`src/hw/adm_pkg.sv`:
```
// Purpose: shared constants and types for the converter measurement control
// Assumes: 125 MHz system clock, 32-bit plain register port
// Notes: offsets are byte addresses, one aligned word per register
package adm_pkg;

    localparam int unsigned CLK_HZ = 125_000_000;
    localparam int unsigned CONV_SLOW_HZ = 800_000;
    localparam int unsigned CONV_FAST_HZ = 1_200_000;
    localparam int unsigned DIV_SLOW = CLK_HZ / CONV_SLOW_HZ;
    localparam int unsigned DIV_FAST = CLK_HZ / CONV_FAST_HZ;
    localparam int unsigned CONV_TICKS = 20;
    localparam int DIV_W = 8;
    localparam int TCNT_W = 5;
    localparam int CYC_W = 16;

    localparam int ADDR_W = 8;
    localparam int DATA_W = 32;
    localparam logic [7:0] OFS_CTRL = 8'h00;
    localparam logic [7:0] OFS_THRESH = 8'h04;
    localparam logic [7:0] OFS_RESULT = 8'h08;
    localparam logic [7:0] OFS_IRQ_STAT = 8'h0c;
    localparam logic [7:0] OFS_IRQ_MASK = 8'h10;

    // control word layout
    localparam int BIT_START = 0;
    localparam int BIT_DETECT = 1;
    localparam int BIT_EXT = 2;
    localparam int CLKSEL_LSB = 8;
    localparam int CLKSEL_W = 5;
    // result word layout
    localparam int BIT_BUSY = 8;
    localparam int BIT_CARRIER = 9;
    // interrupt status / mask layout
    localparam int IRQ_W = 4;
    localparam int IRQ_DONE = 0;
    localparam int IRQ_REFRESH = 1;
    localparam int IRQ_CARRIER = 2;
    localparam int IRQ_REJECT = 3;

    localparam logic [7:0] RST_THRESH = 8'h00;
    localparam logic [7:0] RST_RESULT = 8'h00;
    localparam logic [4:0] RST_CLKSEL = 5'h00;
    localparam logic [3:0] RST_MASK = 4'h0;

    typedef struct packed {
        logic [7:0] temp;
        logic [7:0] rssi;
        logic [7:0] ext;
    } adm_samples_t;

    typedef enum logic [1:0] {ST_IDLE, ST_SINGLE, ST_CONT} adm_state_t;
    typedef enum logic [2:0] {MODE_NA, MODE_TEMP, MODE_RSSI, MODE_CD, MODE_EXT} adm_mode_t;

endpackage

```
`src/hw/adm_conv_tick.sv`:
```
// Purpose: converter clock enable, one pulse per converter clock period
// Assumes: divide ratios fit DIV_W bits
// Notes: restart realigns the phase so a conversion counts whole periods
`timescale 1ns/1ps
module adm_conv_tick import adm_pkg::*; #(
    parameter int unsigned SLOW_DIV = DIV_SLOW,
    parameter int unsigned FAST_DIV = DIV_FAST
) (
    input wire logic i_clk,     // system clock
    input wire logic i_rst_n,   // async reset, active low
    input wire logic i_fast,    // 1: fast converter rate
    input wire logic i_restart, // realign divider phase
    output logic o_tick         // one-cycle converter clock enable
);

    if (SLOW_DIV < 2 || FAST_DIV < 2 || SLOW_DIV > 2 ** DIV_W || FAST_DIV > 2 ** DIV_W) begin : g_bad_div
        $error("divide ratio out of range");
    end

    logic [DIV_W-1:0] cnt_q;
    logic [DIV_W-1:0] limit;

    assign limit = i_fast ? DIV_W'(FAST_DIV - 1) : DIV_W'(SLOW_DIV - 1);
    assign o_tick = !i_restart && (cnt_q >= limit);

    always_ff @(posedge i_clk or negedge i_rst_n) begin
        if (!i_rst_n) begin
            cnt_q <= '0;
        end else if (i_restart || cnt_q >= limit) begin
            cnt_q <= '0;
        end else begin
            cnt_q <= cnt_q + 1'b1;
        end
    end

endmodule

```
`src/hw/adm_measure_ctrl.sv`:
```
// Purpose: measurement source select, conversion sequencing, carrier detect
// Assumes: analog samples arrive as settled 8-bit codes; pins synchronous
// Notes: registers on a plain port, read data one cycle after the strobe
// Function
// - a conversion completes exactly 20 converter clock periods after its start.
// - the converter clock comes from the system clock at 800 kHz or 1.2 MHz by the clock select field.
// - outside receive with detect mode 0 and external select 0, writing start 1 begins a temperature conversion.
// - a single conversion clears the start bit when done and leaves its 8-bit result readable.
// - with both select bits 0 the result is signal strength in receive, temperature otherwise.
// - signal strength codes span 0 to 255, smaller meaning stronger.
// - in carrier detect the carrier pin is high while carrier strength exceeds the threshold.
// - receive with detect mode 1, external select 0 and start 1 measures repeatedly, refreshing each period until detection ends.
// - external select 1 with detect 1 in receive measures external input; other outside-receive uses are refused.
//
// Our own choices: the strobed register port and the register addresses.
`timescale 1ns/1ps
module adm_measure_ctrl import adm_pkg::*; #(
    parameter int unsigned SLOW_DIV = DIV_SLOW,
    parameter int unsigned FAST_DIV = DIV_FAST
) (
    input wire logic i_clk,                    // system clock, 125 MHz
    input wire logic i_rst_n,                  // async reset, active low
    input wire logic [ADDR_W-1:0] i_addr,      // register byte address
    input wire logic [DATA_W-1:0] i_wdata,     // write data
    input wire logic i_wr,                     // write strobe
    input wire logic i_rd,                     // read strobe
    output logic [DATA_W-1:0] o_rdata,         // read data, cycle after strobe
    input wire logic i_direction_select_pin,   // 0 selects receive
    input wire logic i_transceiver_enable_pin, // 1 enables transceiver
    input wire adm_samples_t i_samples,        // converter input codes
    output logic o_carrier_pin,                // carrier above threshold
    output logic o_irq                         // unmasked event pending
);

    function automatic adm_mode_t mode_of(input logic rx, input logic det, input logic ext);
        adm_mode_t m;
        m = MODE_NA;
        if (!ext && !det) begin
            m = rx ? MODE_RSSI : MODE_TEMP;
        end else if (!ext && det) begin
            m = rx ? MODE_CD : MODE_NA;
        end else if (ext && det) begin
            m = rx ? MODE_EXT : MODE_NA;
        end
        return m;
    endfunction

    ////////////////////////////////////////////////////////////////////////
    logic rx;
    logic start_q;
    logic detect_q;
    logic ext_q;
    logic [CLKSEL_W-1:0] clksel_q;
    logic fast_q;
    logic [7:0] thresh_q;
    logic [7:0] result_q;
    logic carrier_q;
    logic carrier_d;
    logic [IRQ_W-1:0] stat_q;
    logic [IRQ_W-1:0] mask_q;
    logic [IRQ_W-1:0] events;
    logic [DATA_W-1:0] rdata_q;
    logic [TCNT_W-1:0] tcnt_q;
    adm_state_t state_q;
    adm_mode_t mode_q;
    adm_mode_t start_mode;
    logic wr_ctrl;
    logic start_req;
    logic accept;
    logic reject;
    logic tick;
    logic conv_done;
    logic cd_end;
    logic [7:0] sample;

    assign rx = !i_direction_select_pin && i_transceiver_enable_pin;
    assign wr_ctrl = i_wr && (i_addr == OFS_CTRL);
    assign start_req = wr_ctrl && i_wdata[BIT_START];
    // source is judged from the bits written together with start
    assign start_mode = mode_of(rx, i_wdata[BIT_DETECT], i_wdata[BIT_EXT]);
    assign accept = start_req && (state_q == ST_IDLE) && (start_mode != MODE_NA);
    assign reject = start_req && (state_q == ST_IDLE) && (start_mode == MODE_NA);
    assign conv_done = (state_q != ST_IDLE) && tick && (tcnt_q == TCNT_W'(CONV_TICKS - 1));
    // detection ends when software drops start or detect, or receive is left
    assign cd_end = (wr_ctrl && (!i_wdata[BIT_START] || !i_wdata[BIT_DETECT])) || !rx;

    ////////////////////////////////////////////////////////////////////////
    // converter clock; rate latched at start so a busy conversion keeps it
    adm_conv_tick #(
        .SLOW_DIV(SLOW_DIV),
        .FAST_DIV(FAST_DIV)
    ) u_tick (
        .i_clk(i_clk),
        .i_rst_n(i_rst_n),
        .i_fast(fast_q),
        .i_restart(accept),
        .o_tick(tick)
    );

    always_ff @(posedge i_clk or negedge i_rst_n) begin
        if (!i_rst_n) begin
            fast_q <= 1'b0;
        end else if (accept) begin
            fast_q <= i_wdata[CLKSEL_LSB];
        end
    end

    always_ff @(posedge i_clk or negedge i_rst_n) begin
        if (!i_rst_n) begin
            tcnt_q <= '0;
        end else if (accept || conv_done) begin
            tcnt_q <= '0;
        end else if (state_q != ST_IDLE && tick) begin
            tcnt_q <= tcnt_q + 1'b1;
        end
    end

    ////////////////////////////////////////////////////////////////////////
    always_ff @(posedge i_clk or negedge i_rst_n) begin
        if (!i_rst_n) begin
            state_q <= ST_IDLE;
            mode_q <= MODE_NA;
        end else begin
            unique case (state_q)
                ST_IDLE: begin
                    if (accept) begin
                        mode_q <= start_mode;
                        state_q <= (start_mode == MODE_CD) ? ST_CONT : ST_SINGLE;
                    end
                end
                ST_SINGLE: begin
                    if (conv_done) begin
                        state_q <= ST_IDLE;
                    end
                end
                ST_CONT: begin
                    if (cd_end) begin
                        state_q <= ST_IDLE;
                    end
                end
                default: begin
                    state_q <= ST_IDLE;
                end
            endcase
        end
    end

    always_ff @(posedge i_clk or negedge i_rst_n) begin
        if (!i_rst_n) begin
            start_q <= 1'b0;
        end else if (accept) begin
            start_q <= 1'b1;
        end else if ((state_q == ST_SINGLE && conv_done) || (state_q == ST_CONT && cd_end)) begin
            start_q <= 1'b0;
        end
    end

    always_ff @(posedge i_clk or negedge i_rst_n) begin
        if (!i_rst_n) begin
            detect_q <= 1'b0;
            ext_q <= 1'b0;
            clksel_q <= RST_CLKSEL;
            thresh_q <= RST_THRESH;
            mask_q <= RST_MASK;
        end else if (i_wr) begin
            if (i_addr == OFS_CTRL) begin
                detect_q <= i_wdata[BIT_DETECT];
                ext_q <= i_wdata[BIT_EXT];
                clksel_q <= i_wdata[CLKSEL_LSB +: CLKSEL_W];
            end
            if (i_addr == OFS_THRESH) begin
                thresh_q <= i_wdata[7:0];
            end
            if (i_addr == OFS_IRQ_MASK) begin
                mask_q <= i_wdata[IRQ_W-1:0];
            end
        end
    end

    ////////////////////////////////////////////////////////////////////////
    // strength codes pass unchanged: the front end already runs inverse to power
    always_comb begin
        unique case (mode_q)
            MODE_TEMP: sample = i_samples.temp;
            MODE_EXT: sample = i_samples.ext;
            default: sample = i_samples.rssi;
        endcase
    end

    always_ff @(posedge i_clk or negedge i_rst_n) begin
        if (!i_rst_n) begin
            result_q <= RST_RESULT;
        end else if (conv_done) begin
            result_q <= sample;
        end
    end

    // carrier strength is the complement of the inverse strength code
    always_comb begin
        carrier_d = carrier_q;
        if (state_q != ST_CONT) begin
            carrier_d = 1'b0;
        end else if (conv_done) begin
            carrier_d = (8'hff - i_samples.rssi) > thresh_q;
        end
    end

    always_ff @(posedge i_clk or negedge i_rst_n) begin
        if (!i_rst_n) begin
            carrier_q <= 1'b0;
        end else begin
            carrier_q <= carrier_d;
        end
    end

    assign o_carrier_pin = carrier_q;

    ////////////////////////////////////////////////////////////////////////
    always_comb begin
        events = '0;
        events[IRQ_DONE] = conv_done && (state_q == ST_SINGLE);
        events[IRQ_REFRESH] = conv_done && (state_q == ST_CONT);
        events[IRQ_CARRIER] = carrier_d != carrier_q;
        events[IRQ_REJECT] = reject;
    end

    // a new event in the clearing read's cycle survives the clear
    always_ff @(posedge i_clk or negedge i_rst_n) begin
        if (!i_rst_n) begin
            stat_q <= '0;
        end else if (i_rd && i_addr == OFS_IRQ_STAT) begin
            stat_q <= events;
        end else begin
            stat_q <= stat_q | events;
        end
    end

    assign o_irq = |(stat_q & mask_q);

    always_ff @(posedge i_clk or negedge i_rst_n) begin
        if (!i_rst_n) begin
            rdata_q <= '0;
        end else if (i_rd) begin
            unique case (i_addr)
                OFS_CTRL: rdata_q <= DATA_W'({clksel_q, 5'h00, ext_q, detect_q, start_q});
                OFS_THRESH: rdata_q <= DATA_W'(thresh_q);
                OFS_RESULT: rdata_q <= DATA_W'({carrier_q, state_q != ST_IDLE, result_q});
                OFS_IRQ_STAT: rdata_q <= DATA_W'(stat_q);
                OFS_IRQ_MASK: rdata_q <= DATA_W'(mask_q);
                default: rdata_q <= '0;
            endcase
        end else begin
            rdata_q <= '0;
        end
    end

    assign o_rdata = rdata_q;

    ////////////////////////////////////////////////////////////////////////
    // cycles since the accepted start, for timing checks
    logic [CYC_W-1:0] cyc_q;

    always_ff @(posedge i_clk or negedge i_rst_n) begin
        if (!i_rst_n) begin
            cyc_q <= '0;
        end else if (accept) begin
            cyc_q <= CYC_W'(1);
        end else if (state_q != ST_IDLE) begin
            cyc_q <= cyc_q + 1'b1;
        end
    end
endmodule

```
`config.mk`:
```
export PLATFORM = sky130hd
export DESIGN_NAME = adm_measure_ctrl
export DESIGN_NICKNAME = d
export VERILOG_FILES = /design/src/hw/adm_pkg.sv /design/src/hw/adm_conv_tick.sv /design/src/hw/adm_measure_ctrl.sv
export SDC_FILE = /design/constraint.sdc
export NUM_CORES = 1
export LEC_CHECK = 0
export BUFFER_PORTS_ARGS = -buffer_cell sky130_fd_sc_hd__clkbuf_2
export CORE_MARGIN = 2
export CORE_UTILIZATION = 35
export CTS_CLUSTER_DIAMETER = 50
export DETAILED_ROUTE_END_ITERATION = 16
export GPL_TIMING_DRIVEN = 0
export HOLD_SLACK_MARGIN = 0.05
export PLACE_DENSITY_LB_ADDON = 0.3
export SLEW_MARGIN = 20
export SYNTH_ARGS = -nofsm -noshare
export SYNTH_HDL_FRONTEND = slang
export SYNTH_SLANG_ARGS = --single-unit
export TNS_END_PERCENT = 50
```
`constraint.sdc`:
```
create_clock -name i_clk -period 2.3 [get_ports i_clk]
set_input_delay 0.345 -clock i_clk [delete_from_list [all_inputs] [get_ports i_clk]]
set_output_delay 0.345 -clock i_clk [all_outputs]
set_load 0.1 [all_outputs]
```
==> results.md, run 1 <==
- Seq/Total Area, Yosys: roughly 44%
- Final worst path period share: 93.37%
- Post-synth EDFFs: 0
- First-pass GRT wire length: 14,100 um
- Htree depth: 3
- Internal power: between 2000 and 2500 uW
- CP arrival: around 2.4 ns
- GRT Overall Usage: between 10% and 20%
- DRC Markers: 0
- CP Capture Type: flop
- Clock Skew: 0.008025 ns
- Max-slew violations: 0
- VDD IR max: approximately 230 uV
- Async set or reset register ratio after synthesis: 100.0%
- Outcome: finished clean
- Clock Power Share: a little under two fifths
- Largest net degree at the start of global routing: 53
- DRT iter0 DRCs: ~100
- Worst hold path depth: 2
- Number of cells produced by synthesis: around 360
- Core area: between 10,000 and 15,000 sq um
- Min-delay worst type: input pin to flop
- DIE AREA: 11,320 sq um
- Antenna Nets Post-Route: 0
- Worst-path clk slew: approximately 0.070 ns
- Seq pwr share: about 43%
- Synth top area share: 44.31%
- Post-synth cell types: 52
- Fraction of layout cells with a size suffix above 1: a little under a third
- Final min period: approximately 2.1 ns
- Initial Utilization: a little over a third
- Fin util: between 40% and 50%
- Number of buffers created by CTS: 9
- Synth Register Bits: 65
- Warnings from Yosys: 0
- Reg-to-Reg End: tcnt_q[2]
- Top post-synthesis cells by area: dfrtp_1 (44%), mux2_2 (6.7%), ha_1 (5.5%), o21ai_0 (5.2%), buf_4 (3.9%)
- Hold path endpoint: thresh_q[4]
- Maximum fanout along the worst path: 7
- Detailed-route wire length per cell: between 10 and 15 um
- I/O pin cnt: between 100 and 150
- Routability Congestion: 0.8670
- GRT overflow: 0
- Vias per inst: about 5.0
- Clk buf depth: 2
- Synth area leader: dfrtp_1
- DIE WIDTH: 106.4 um
- Worst slew pin tran: about 0.67 ns
- Crit start category: flop
- Sequential cell area: approximately 1600 sq um
- Std-Cell Rows: 37
- Area of the multi-input gates: about 1900 sq um
- Total power: a little over 3000 uW
- Worst Setup SP: fast_q
- Power share of the combinational group: roughly a fifth
- ANT cells: 0
- Worst slew margin: a little under three fifths
- Setup WS post-layout: 0.1524 ns
- TritonCTS clock tree: yes
- Hold_ws: roughly 0.23 ns
- Initial antenna violation count: 0
- Clock Root Buffer: clkbuf_8
- CTS Sinks: 65
- Clock Latency Late Sink: 0.35 ns
- Reg-to-reg setup timing slack: roughly 0.15 ns
- Sw Share: 30.04%
- Postcts setup bufs: 0
- Reg2reg start: fast_q
- Mapped Area: around 3700 sq um
- Area Growth Syn to Fin: 22.94%
- Leakage: between 0.002 and 0.0025 uW
- FF-to-FF path depth: 7
- Final wirelength: approximately 8600 um
- Hold Fails Final Rpt: 0
- DIE HEIGHT: roughly 110 um
- Worst slack, placed: -0.04847 ns
- Crit path kind: flop to flop
- P_sw: just over 900 uW
- Port Buffers: 64
- Hold Path Origin: i_wdata[4]
- Final setup viols: 0
- CP required: 2.59 ns
- Synth Area per Inst: a little over 10 sq um
- Fill cell count: 1,007
- Synth Flop Type: dfrtp_1
- RSZ-0062 raised after global routing: no
- Fin nets: 545
- Total number of vias: between 2,000 and 3,000
- Design area: ~4500 sq um
- Max Cap Viol: 0
- Fmax: roughly 470 MHz
- Vias in the first global route: 2,952
- PD cells: 674.7 nW/um^2
- Placement Cell Area: about 4300 sq um
- DR pass1 iterations: 4
- DP HPWL: 6644 um
-- cell type report --
type | count | share of cell area [%]
buffer | 32 | 4.436
clock buffer | 11 | 3.355
clock inverter | 5 | 1.719
inverter | 19 | 1.580
multi-input combinational | 266 | 41.11
sequential | 65 | 36.04
tap | 136 | 3.770
timing repair buffer | 66 | 7.984
-- state kept, by name, indices dropped and copies added (netlist names) --
| signal | cells |
|---|---|
| mode_q | 3 |
| ext_q | 1 |
| thresh_q | 8 |
| result_q | 8 |
| state_q | 2 |
| mask_q | 4 |
| stat_q | 4 |
| o_rdata | 13 |
| fast_q | 1 |
| u_tick.cnt_q | 8 |
| start_q | 1 |
| tcnt_q | 5 |
| clksel_q | 5 |
| detect_q | 1 |
| o_carrier_pin | 1 |
-- power groups by stage --
stage / clock network, uW / logic, uW / registers [uW]
global route: 1180 / 693 / 1320
detailed placement: 0 / 612 / 1330
finish: 1120 / 616 / 1310
global placement: 0 / 590 / 1330
floorplan: 0 / 465 / 1310
CTS: 1140 / 617 / 1310
-- critical path, stage by stage, from the launching register on --
cell     delay (ns)
dfrtp_1        0.44
inv_1          0.11
ha_1           0.31
nand4_1        0.09
a21oi_1        0.24
o22ai_2        0.20
or4b_2         0.63
nand2_1        0.07
-- through the flow --
stage	cells	setup TNS [ns]
2_1_floorplan	382	0
3_3_place_gp	582	0
3_5_place_dp	583	-0.04847
4_1_cts	600	0
5_1_grt	600	0
6_report	600	0
-- kinds of logic after synthesis --
family | share of synthesized area (%)
flip-flops | 44.31
adder cells (fa/ha/maj) | 5.453
AO/OA/AOI/OAI | 16.84
buffers and inverters | 7.260
multiplexers | 8.725
AND/OR/NAND/NOR | 15.88
XOR/XNOR | 1.431
other | 0.1022
-- timing repair --
| action | in CTS | in global routing |
|---|---|---|
| endpoints found under the setup margin | 1 | 14 |
| gates resized for setup | 1 | 7 |
| hold buffers | 1 | 0 |
| hold endpoints to repair | 13 | 0 |
-- cells in the mapped netlist (all sizes together), types with 4 or more instances --
cell	n
and3	5
a21o	5
and2	4
buf	22
mux2i	5
nor2	27
nand3	12
dfrtp	65
ha	16
o21ai	38
a22oi	10
inv	19
a21oi	9
clkbuf	10
o22ai	9
mux2	22
nand2b	6
nand2	24
nand4	4
xor2	4
o221ai	8
-- worst max-delay path by stage --
stage | cells past startpoint | slack [ns] | endpoint
after global placement | 8 | 0.04 | o_carrier_pin
after detailed placement | 8 | -0.05 | o_carrier_pin
after floorplan | 8 | 0.31 | o_carrier_pin
after CTS | 8 | 0.05 | result_q[6]
final | 7 | 0.15 | tcnt_q[2]
after global routing | 8 | 0.007 | o_carrier_pin
-- cells in the final DEF (no fill, tap or decap), types with 4 or more instances in the layout --
cell type / n
o221ai_1: 8
dfrtp_1: 65
nor2_1: 27
buf_4: 19
nand2b_1: 6
clkbuf_8: 11
a21o_1: 5
nand2_1: 23
clkbuf_2: 64
clkbuf_1: 8
inv_1: 19
a21oi_1: 9
ha_1: 16
o21ai_0: 37
a22oi_1: 10
mux2i_1: 5
and3_1: 5
o22ai_1: 8
nand3_1: 10
mux2_2: 22
xor2_1: 4
conb_1: 19
nand4_1: 4
-- per-layer routing --
layer | vias up | global-route usage, % | routed length (um)
met4 | 0 | 7.885 | 203
met1 | 1406 | 20.81 | 3982
met2 | 102 | 24.45 | 3837
li1 | 1470 | - | -
met5 | - | 0 | 0
met3 | 14 | 3.985 | 575
Power figures use the tool's default switching activity.
==> inputs of run 2 (changes only) <==
Clock period 2.3 ns to 2.74 ns, I/O delays scaled along.
==> run 2 against run 1 <==
Compared with the run above:
- clock-buffer cell count unchanged
- design area down 0.33%
- largest power group unchanged
- sequential cell count unchanged
- die area is the same
- largest cell class unchanged
- clock power down 16%
- cell count unchanged
- core utilization shrank 0.15 points
- sequential power down 16%
==> results.md, run 2 (synthesis results as in run 1) <==
- Outcome: finished clean
- Vias per inst: roughly 5.0
- Clock Skew: between 0.007 and 0.008 ns
- Initial Utilization: between 30% and 40%
- Total power: roughly 2600 uW
- Final wirelength: 8584 um
- Placement Cell Area: roughly 4300 sq um
- Fin nets: about 550
- Design area: ~4500 sq um
- Setup TNS: 0 ns
- GRT Overall Usage: between 10% and 20%
- Initial antenna violation count: 0
- Worst hold path depth: 2
- Worst Setup SP: fast_q
- Maximum fanout along the worst path: 10
- Hold_ws: just under 0.3 ns
- RSZ-0062 raised after global routing: no
- DIE WIDTH: 106.4 um
- Htree depth: 3
- Port Buffers: between 60 and 70
- Std-Cell Rows: 37
- Final worst path period share: 85.62%
- Max-slew violations: 0
- Post-cts sizing count: 0
- CTS Sinks: between 60 and 70
- Antenna Nets Post-Route: 0
- Total number of vias: approximately 3,000
- Area Growth Syn to Fin: 22.53%
- Placed Instances: approximately 600
- Crit path kind: flop to flop
- Non-Filler Instances: 600
- Min-delay worst type: input pin to flop
- ANT cells: 0
- Fill cell count: 1,008
- Setup crit end: o_carrier_pin
- Reg-to-reg setup timing slack: 0.39 ns
- Fraction of layout cells with a size suffix above 1: 30.17%
- Leakage: around 0.0022 uW
- Routability Congestion: around 0.87
- Clock Latency Late Sink: between 0.3 and 0.4 ns
- Worst-path clk slew: ~0.07 ns
- PD cells: approximately 570 nW/um^2
- I/O pin cnt: approximately 100
- Most frequent cells in the layout: dfrtp_1 (65), clkbuf_2 (63), o21ai_0 (38), nor2_1 (27), nand2_1 (23)
- Reg2reg start: fast_q
- DIE HEIGHT: between 100 and 150 um
- Max Cap Viol: 0
- DR pass1 iterations: 4
- DRC Markers: 0
- DIE AREA: 11,320 sq um
- Worst slew margin: a little under three fifths
- Max reg flops: 13
- DP HPWL: around 6600 um
- DRT iter0 DRCs: 102
- Hold Fails Final Rpt: 0
- Reg-to-Reg End: o_carrier_pin
- Largest net degree at the start of global routing: 53
- Most common cell after layout, fill and taps aside: dfrtp_1
- First-pass GRT wire length: about 14,000 um
- Core area: 10,230 sq um
- FF-to-FF path depth: 8
- Worst slew pin tran: roughly 0.67 ns
- CP Capture Type: flop
- Detailed-route wire length per cell: 14.31 um
- Final setup viols: 0
- Number of buffers created by CTS: 9
- CP arrival: 2.59 ns
- Crit start category: flop
- TritonCTS clock tree: yes
- VDD IR max: 190.3 uV
- Fmax: 426.3 MHz
- Vias in the first global route: 2,952
- Final min period: around 2.3 ns
- GRT overflow: 0
- Clock Root Buffer: clkbuf_8
- CP required: a little under 3 ns
- Clk buf depth: 2
run 2: where the power goes:
group | internal (uW) | total [uW] | switching (uW)
combinational | 197 | 514 | 317
sequential | 1030 | 1100 | 70.1
clock | 558 | 937 | 378
run 2: cell type report:
class | count | area, sq um | share of cell area [%]
multi-input cells | 266 | 1846 | 41.03
flip-flops and latches | 65 | 1627 | 36.16
repair buffers | 66 | 360.3 | 8.011
plain buffers | 32 | 195.2 | 4.339
well taps | 136 | 170.2 | 3.783
clock buffers | 11 | 151.4 | 3.366
clock inverters | 5 | 77.57 | 1.725
inverters | 19 | 71.32 | 1.586
run 2: worst min path at each step:
| stage | start | to | slack (ns) |
|---|---|---|---|
| after global placement | clksel_q[4] | o_rdata[12] | 0.46 |
| final | i_wdata[4] | thresh_q[4] | 0.29 |
| after global routing | i_wdata[6] | thresh_q[6] | 0.29 |
| after detailed placement | i_rst_n | u_tick.cnt_q[2] | 0.31 |
| after floorplan | i_rst_n | clksel_q[0] | 0.12 |
| after CTS | i_wdata[12] | clksel_q[4] | 0.28 |
run 2: through the flow:
step / utilization, % / setup slack (ns)
after floorplan: - / 0.7524
after global placement: 41.34 / 0.4809
final: 43.96 / 0.3941
after detailed placement: 41.63 / 0.3915
after CTS: 43.96 / 0.3725
after global routing: 43.96 / 0.1576
run 2: timing repair:
action                                 in CTS  in global routing
buffers inserted                            0                  0
endpoints found under the hold margin      13                  0
hold buffers                                1                  0
run 2: critical path, stage by stage (launching register included):
cell	delay, ns
dfrtp_1	0.44
inv_1	0.11
ha_1	0.32
a211oi_1	0.23
o21bai_1	0.14
o21ai_0	0.31
clkbuf_1	0.39
mux2i_1	0.25
nor2_1	0.05
run 2: routing by layer:
metal	track usage, %	wire length [um]	vias up
met5	0	0	-
li1	-	-	1471
met4	7.885	203	0
met2	24.45	3828	100
met1	20.81	3990	1398
met3	3.985	561	14
==> inputs of run 3 (changes only) <==
Settings changed: CELL_PAD_IN_SITES_DETAIL_PLACEMENT set to 0, CELL_PAD_IN_SITES_GLOBAL_PLACEMENT set to 1, CORE_MARGIN 2 to 5, REMOVE_ABC_BUFFERS set to 1.
==> run 3 against run 2 <==
Compared with the run above:
- sequential power barely moved
- sequential share of layout area rose by 2.3 points
- combinational power fell by 4.7%
- clock power fell by 29%
- register-to-register slack improved by 0.11 ns
- worst setup slack improved by 0.11 ns
- clock-buffer cell count fell by 1
- via count fell by 5.3%
- hold slack got worse by 0.24 ns
- critical endpoint is now tcnt_q[2]
- largest power group unchanged
==> results.md, run 3 (synthesis results as in run 1) <==
- Worst slack, placed: roughly 0.42 ns
- Most common cell after layout, fill and taps aside: dfrtp_1
- Maximum fanout along the worst path: 7
- Fin util: just over 40%
- Worst slew margin: about three fifths
- Final wirelength: around 8500 um
- VDD IR max: roughly 220 uV
- Crit path kind: flop to flop
- PD cells: roughly 530 nW/um^2
- Sequential cell area: roughly 1600 sq um
- Post-cts sizing count: 0
- DRC Markers: 0
- Total power: ~2300 uW
- DIE WIDTH: around 110 um
- DIE HEIGHT: 112.4 um
- Number of buffers created by CTS: 9
- Hold_ws: between 0.05 and 0.06 ns
- Clock Skew: between 0.004 and 0.005 ns
- Crit start category: flop
- GRT Overall Usage: between 10% and 20%
- Final min period: ~2.2 ns
- Routability Congestion: 0.7804
- Max-slew violations: 0
- Reg2reg start: fast_q
- Htree depth: 3
- Std-Cell Rows: 37
- Hold Buf Count CTS: 0
- CP required: 3.02 ns
- I/O pin cnt: between 100 and 150
- Max reg flops: 13
- Clock Latency Late Sink: 0.34 ns
- Total number of vias: 2,825
- DRT iter0 DRCs: ~140
- Setup WS post-layout: 0.5030 ns
- Vias in the first global route: between 2,000 and 3,000
- Worst-path clk slew: around 0.070 ns
- Design area: 4227 sq um
- CTS Sinks: 65
- Hold Fails Final Rpt: 0
- Largest net degree at the start of global routing: 35
- Initial Utilization: 35.72%
- Fill cell count: between 1,000 and 1,500
- Final setup viols: 0
- DIE AREA: ~13,000 sq um
- Core area: 10,280 sq um
- Postcts setup bufs: 0
- CP Capture Type: flop
- Detailed-route wire length per cell: approximately 15 um
- DP HPWL: roughly 6600 um
- RSZ-0062 raised after global routing: no
- Final worst path period share: between 80% and 90%
- Placement Cell Area: 4076 sq um
- Min-delay worst type: input pin to asynchronous set/reset pin
- Most frequent cells in the layout: dfrtp_1 (65), clkbuf_2 (64), o21ai_0 (37), nor2_1 (27), nand2_1 (23)
- Vias per inst: 4.982
- Fmax: about 450 MHz
- GRT overflow: 0
- FF-to-FF path depth: 7
- Initial antenna violation count: 0
- Clk buf depth: 2
- Worst slew pin tran: ~0.60 ns
- Fin nets: approximately 510
- Area of the multi-input gates: 1849 sq um
- Max Cap Viol: 0
- Antenna Nets Post-Route: 0
- Fraction of layout cells with a size suffix above 1: between 20% and 30%
- ANT cells: 0
- Clock Root Buffer: clkbuf_8
- First-pass GRT wire length: about 14,000 um
- Reg-to-Reg End: tcnt_q[2]
- Reg-to-reg setup timing slack: 0.50 ns
- CP arrival: between 2 and 3 ns
- DR pass1 iterations: 4
- Area Growth Syn to Fin: 15.13%
- Outcome: finished clean
- Port Buffers: 65
- Leakage: ~0.0020 uW
- TritonCTS clock tree: yes
run 3: through the flow:
stage / cells / TNS (ns)
global placement: 551 / -7.918
detailed placement: 553 / 0
CTS: 567 / 0
finish: 567 / 0
global route: 567 / 0
floorplan: 350 / 0
run 3: critical path, stage by stage (launching register included):
cell     delay, ns
dfrtp_1       0.43
inv_1         0.11
ha_1          0.31
nand4_1       0.10
a21oi_1       0.25
o22ai_1       0.26
or4b_2        0.65
nand2_1       0.08
run 3: worst max-delay path by stage:
stage	startpoint	end	slack, ns	cells after the start
CTS	fast_q	tcnt_q[2]	0.47	7
global route	fast_q	tcnt_q[2]	0.31	7
detailed placement	i_addr[3]	start_q	0.42	6
global placement	fast_q	stat_q[0]	-0.65	7
floorplan	fast_q	stat_q[0]	0.11	7
finish	fast_q	tcnt_q[2]	0.50	7
run 3: cell type report:
class                      count  share of cell area (%)
multi-input combinational    266                   43.75
sequential                    65                   38.48
timing repair buffer          67                   8.496
tap                          136                   4.026
clock buffer                  10                   3.020
inverter                      19                   1.687
clock inverter                 4                  0.5329
run 3: per-layer routing:
layer	vias to the layer above	wire length [um]	GRT usage (%)	share of wire (%)
met1	1340	4245	19.96	50
met3	9	423	2.803	5.0
met5	-	0	0	0
li1	1407	-	-	-
met4	0	131	6.010	1.5
met2	69	3709	20.86	44
run 3: power by group:
group / leakage [uW] / switching (uW) / internal [uW]
combinational: 0.00113 / 313 / 176
clock: 0.0000778 / 354 / 313
sequential: 0.000822 / 70.4 / 1030
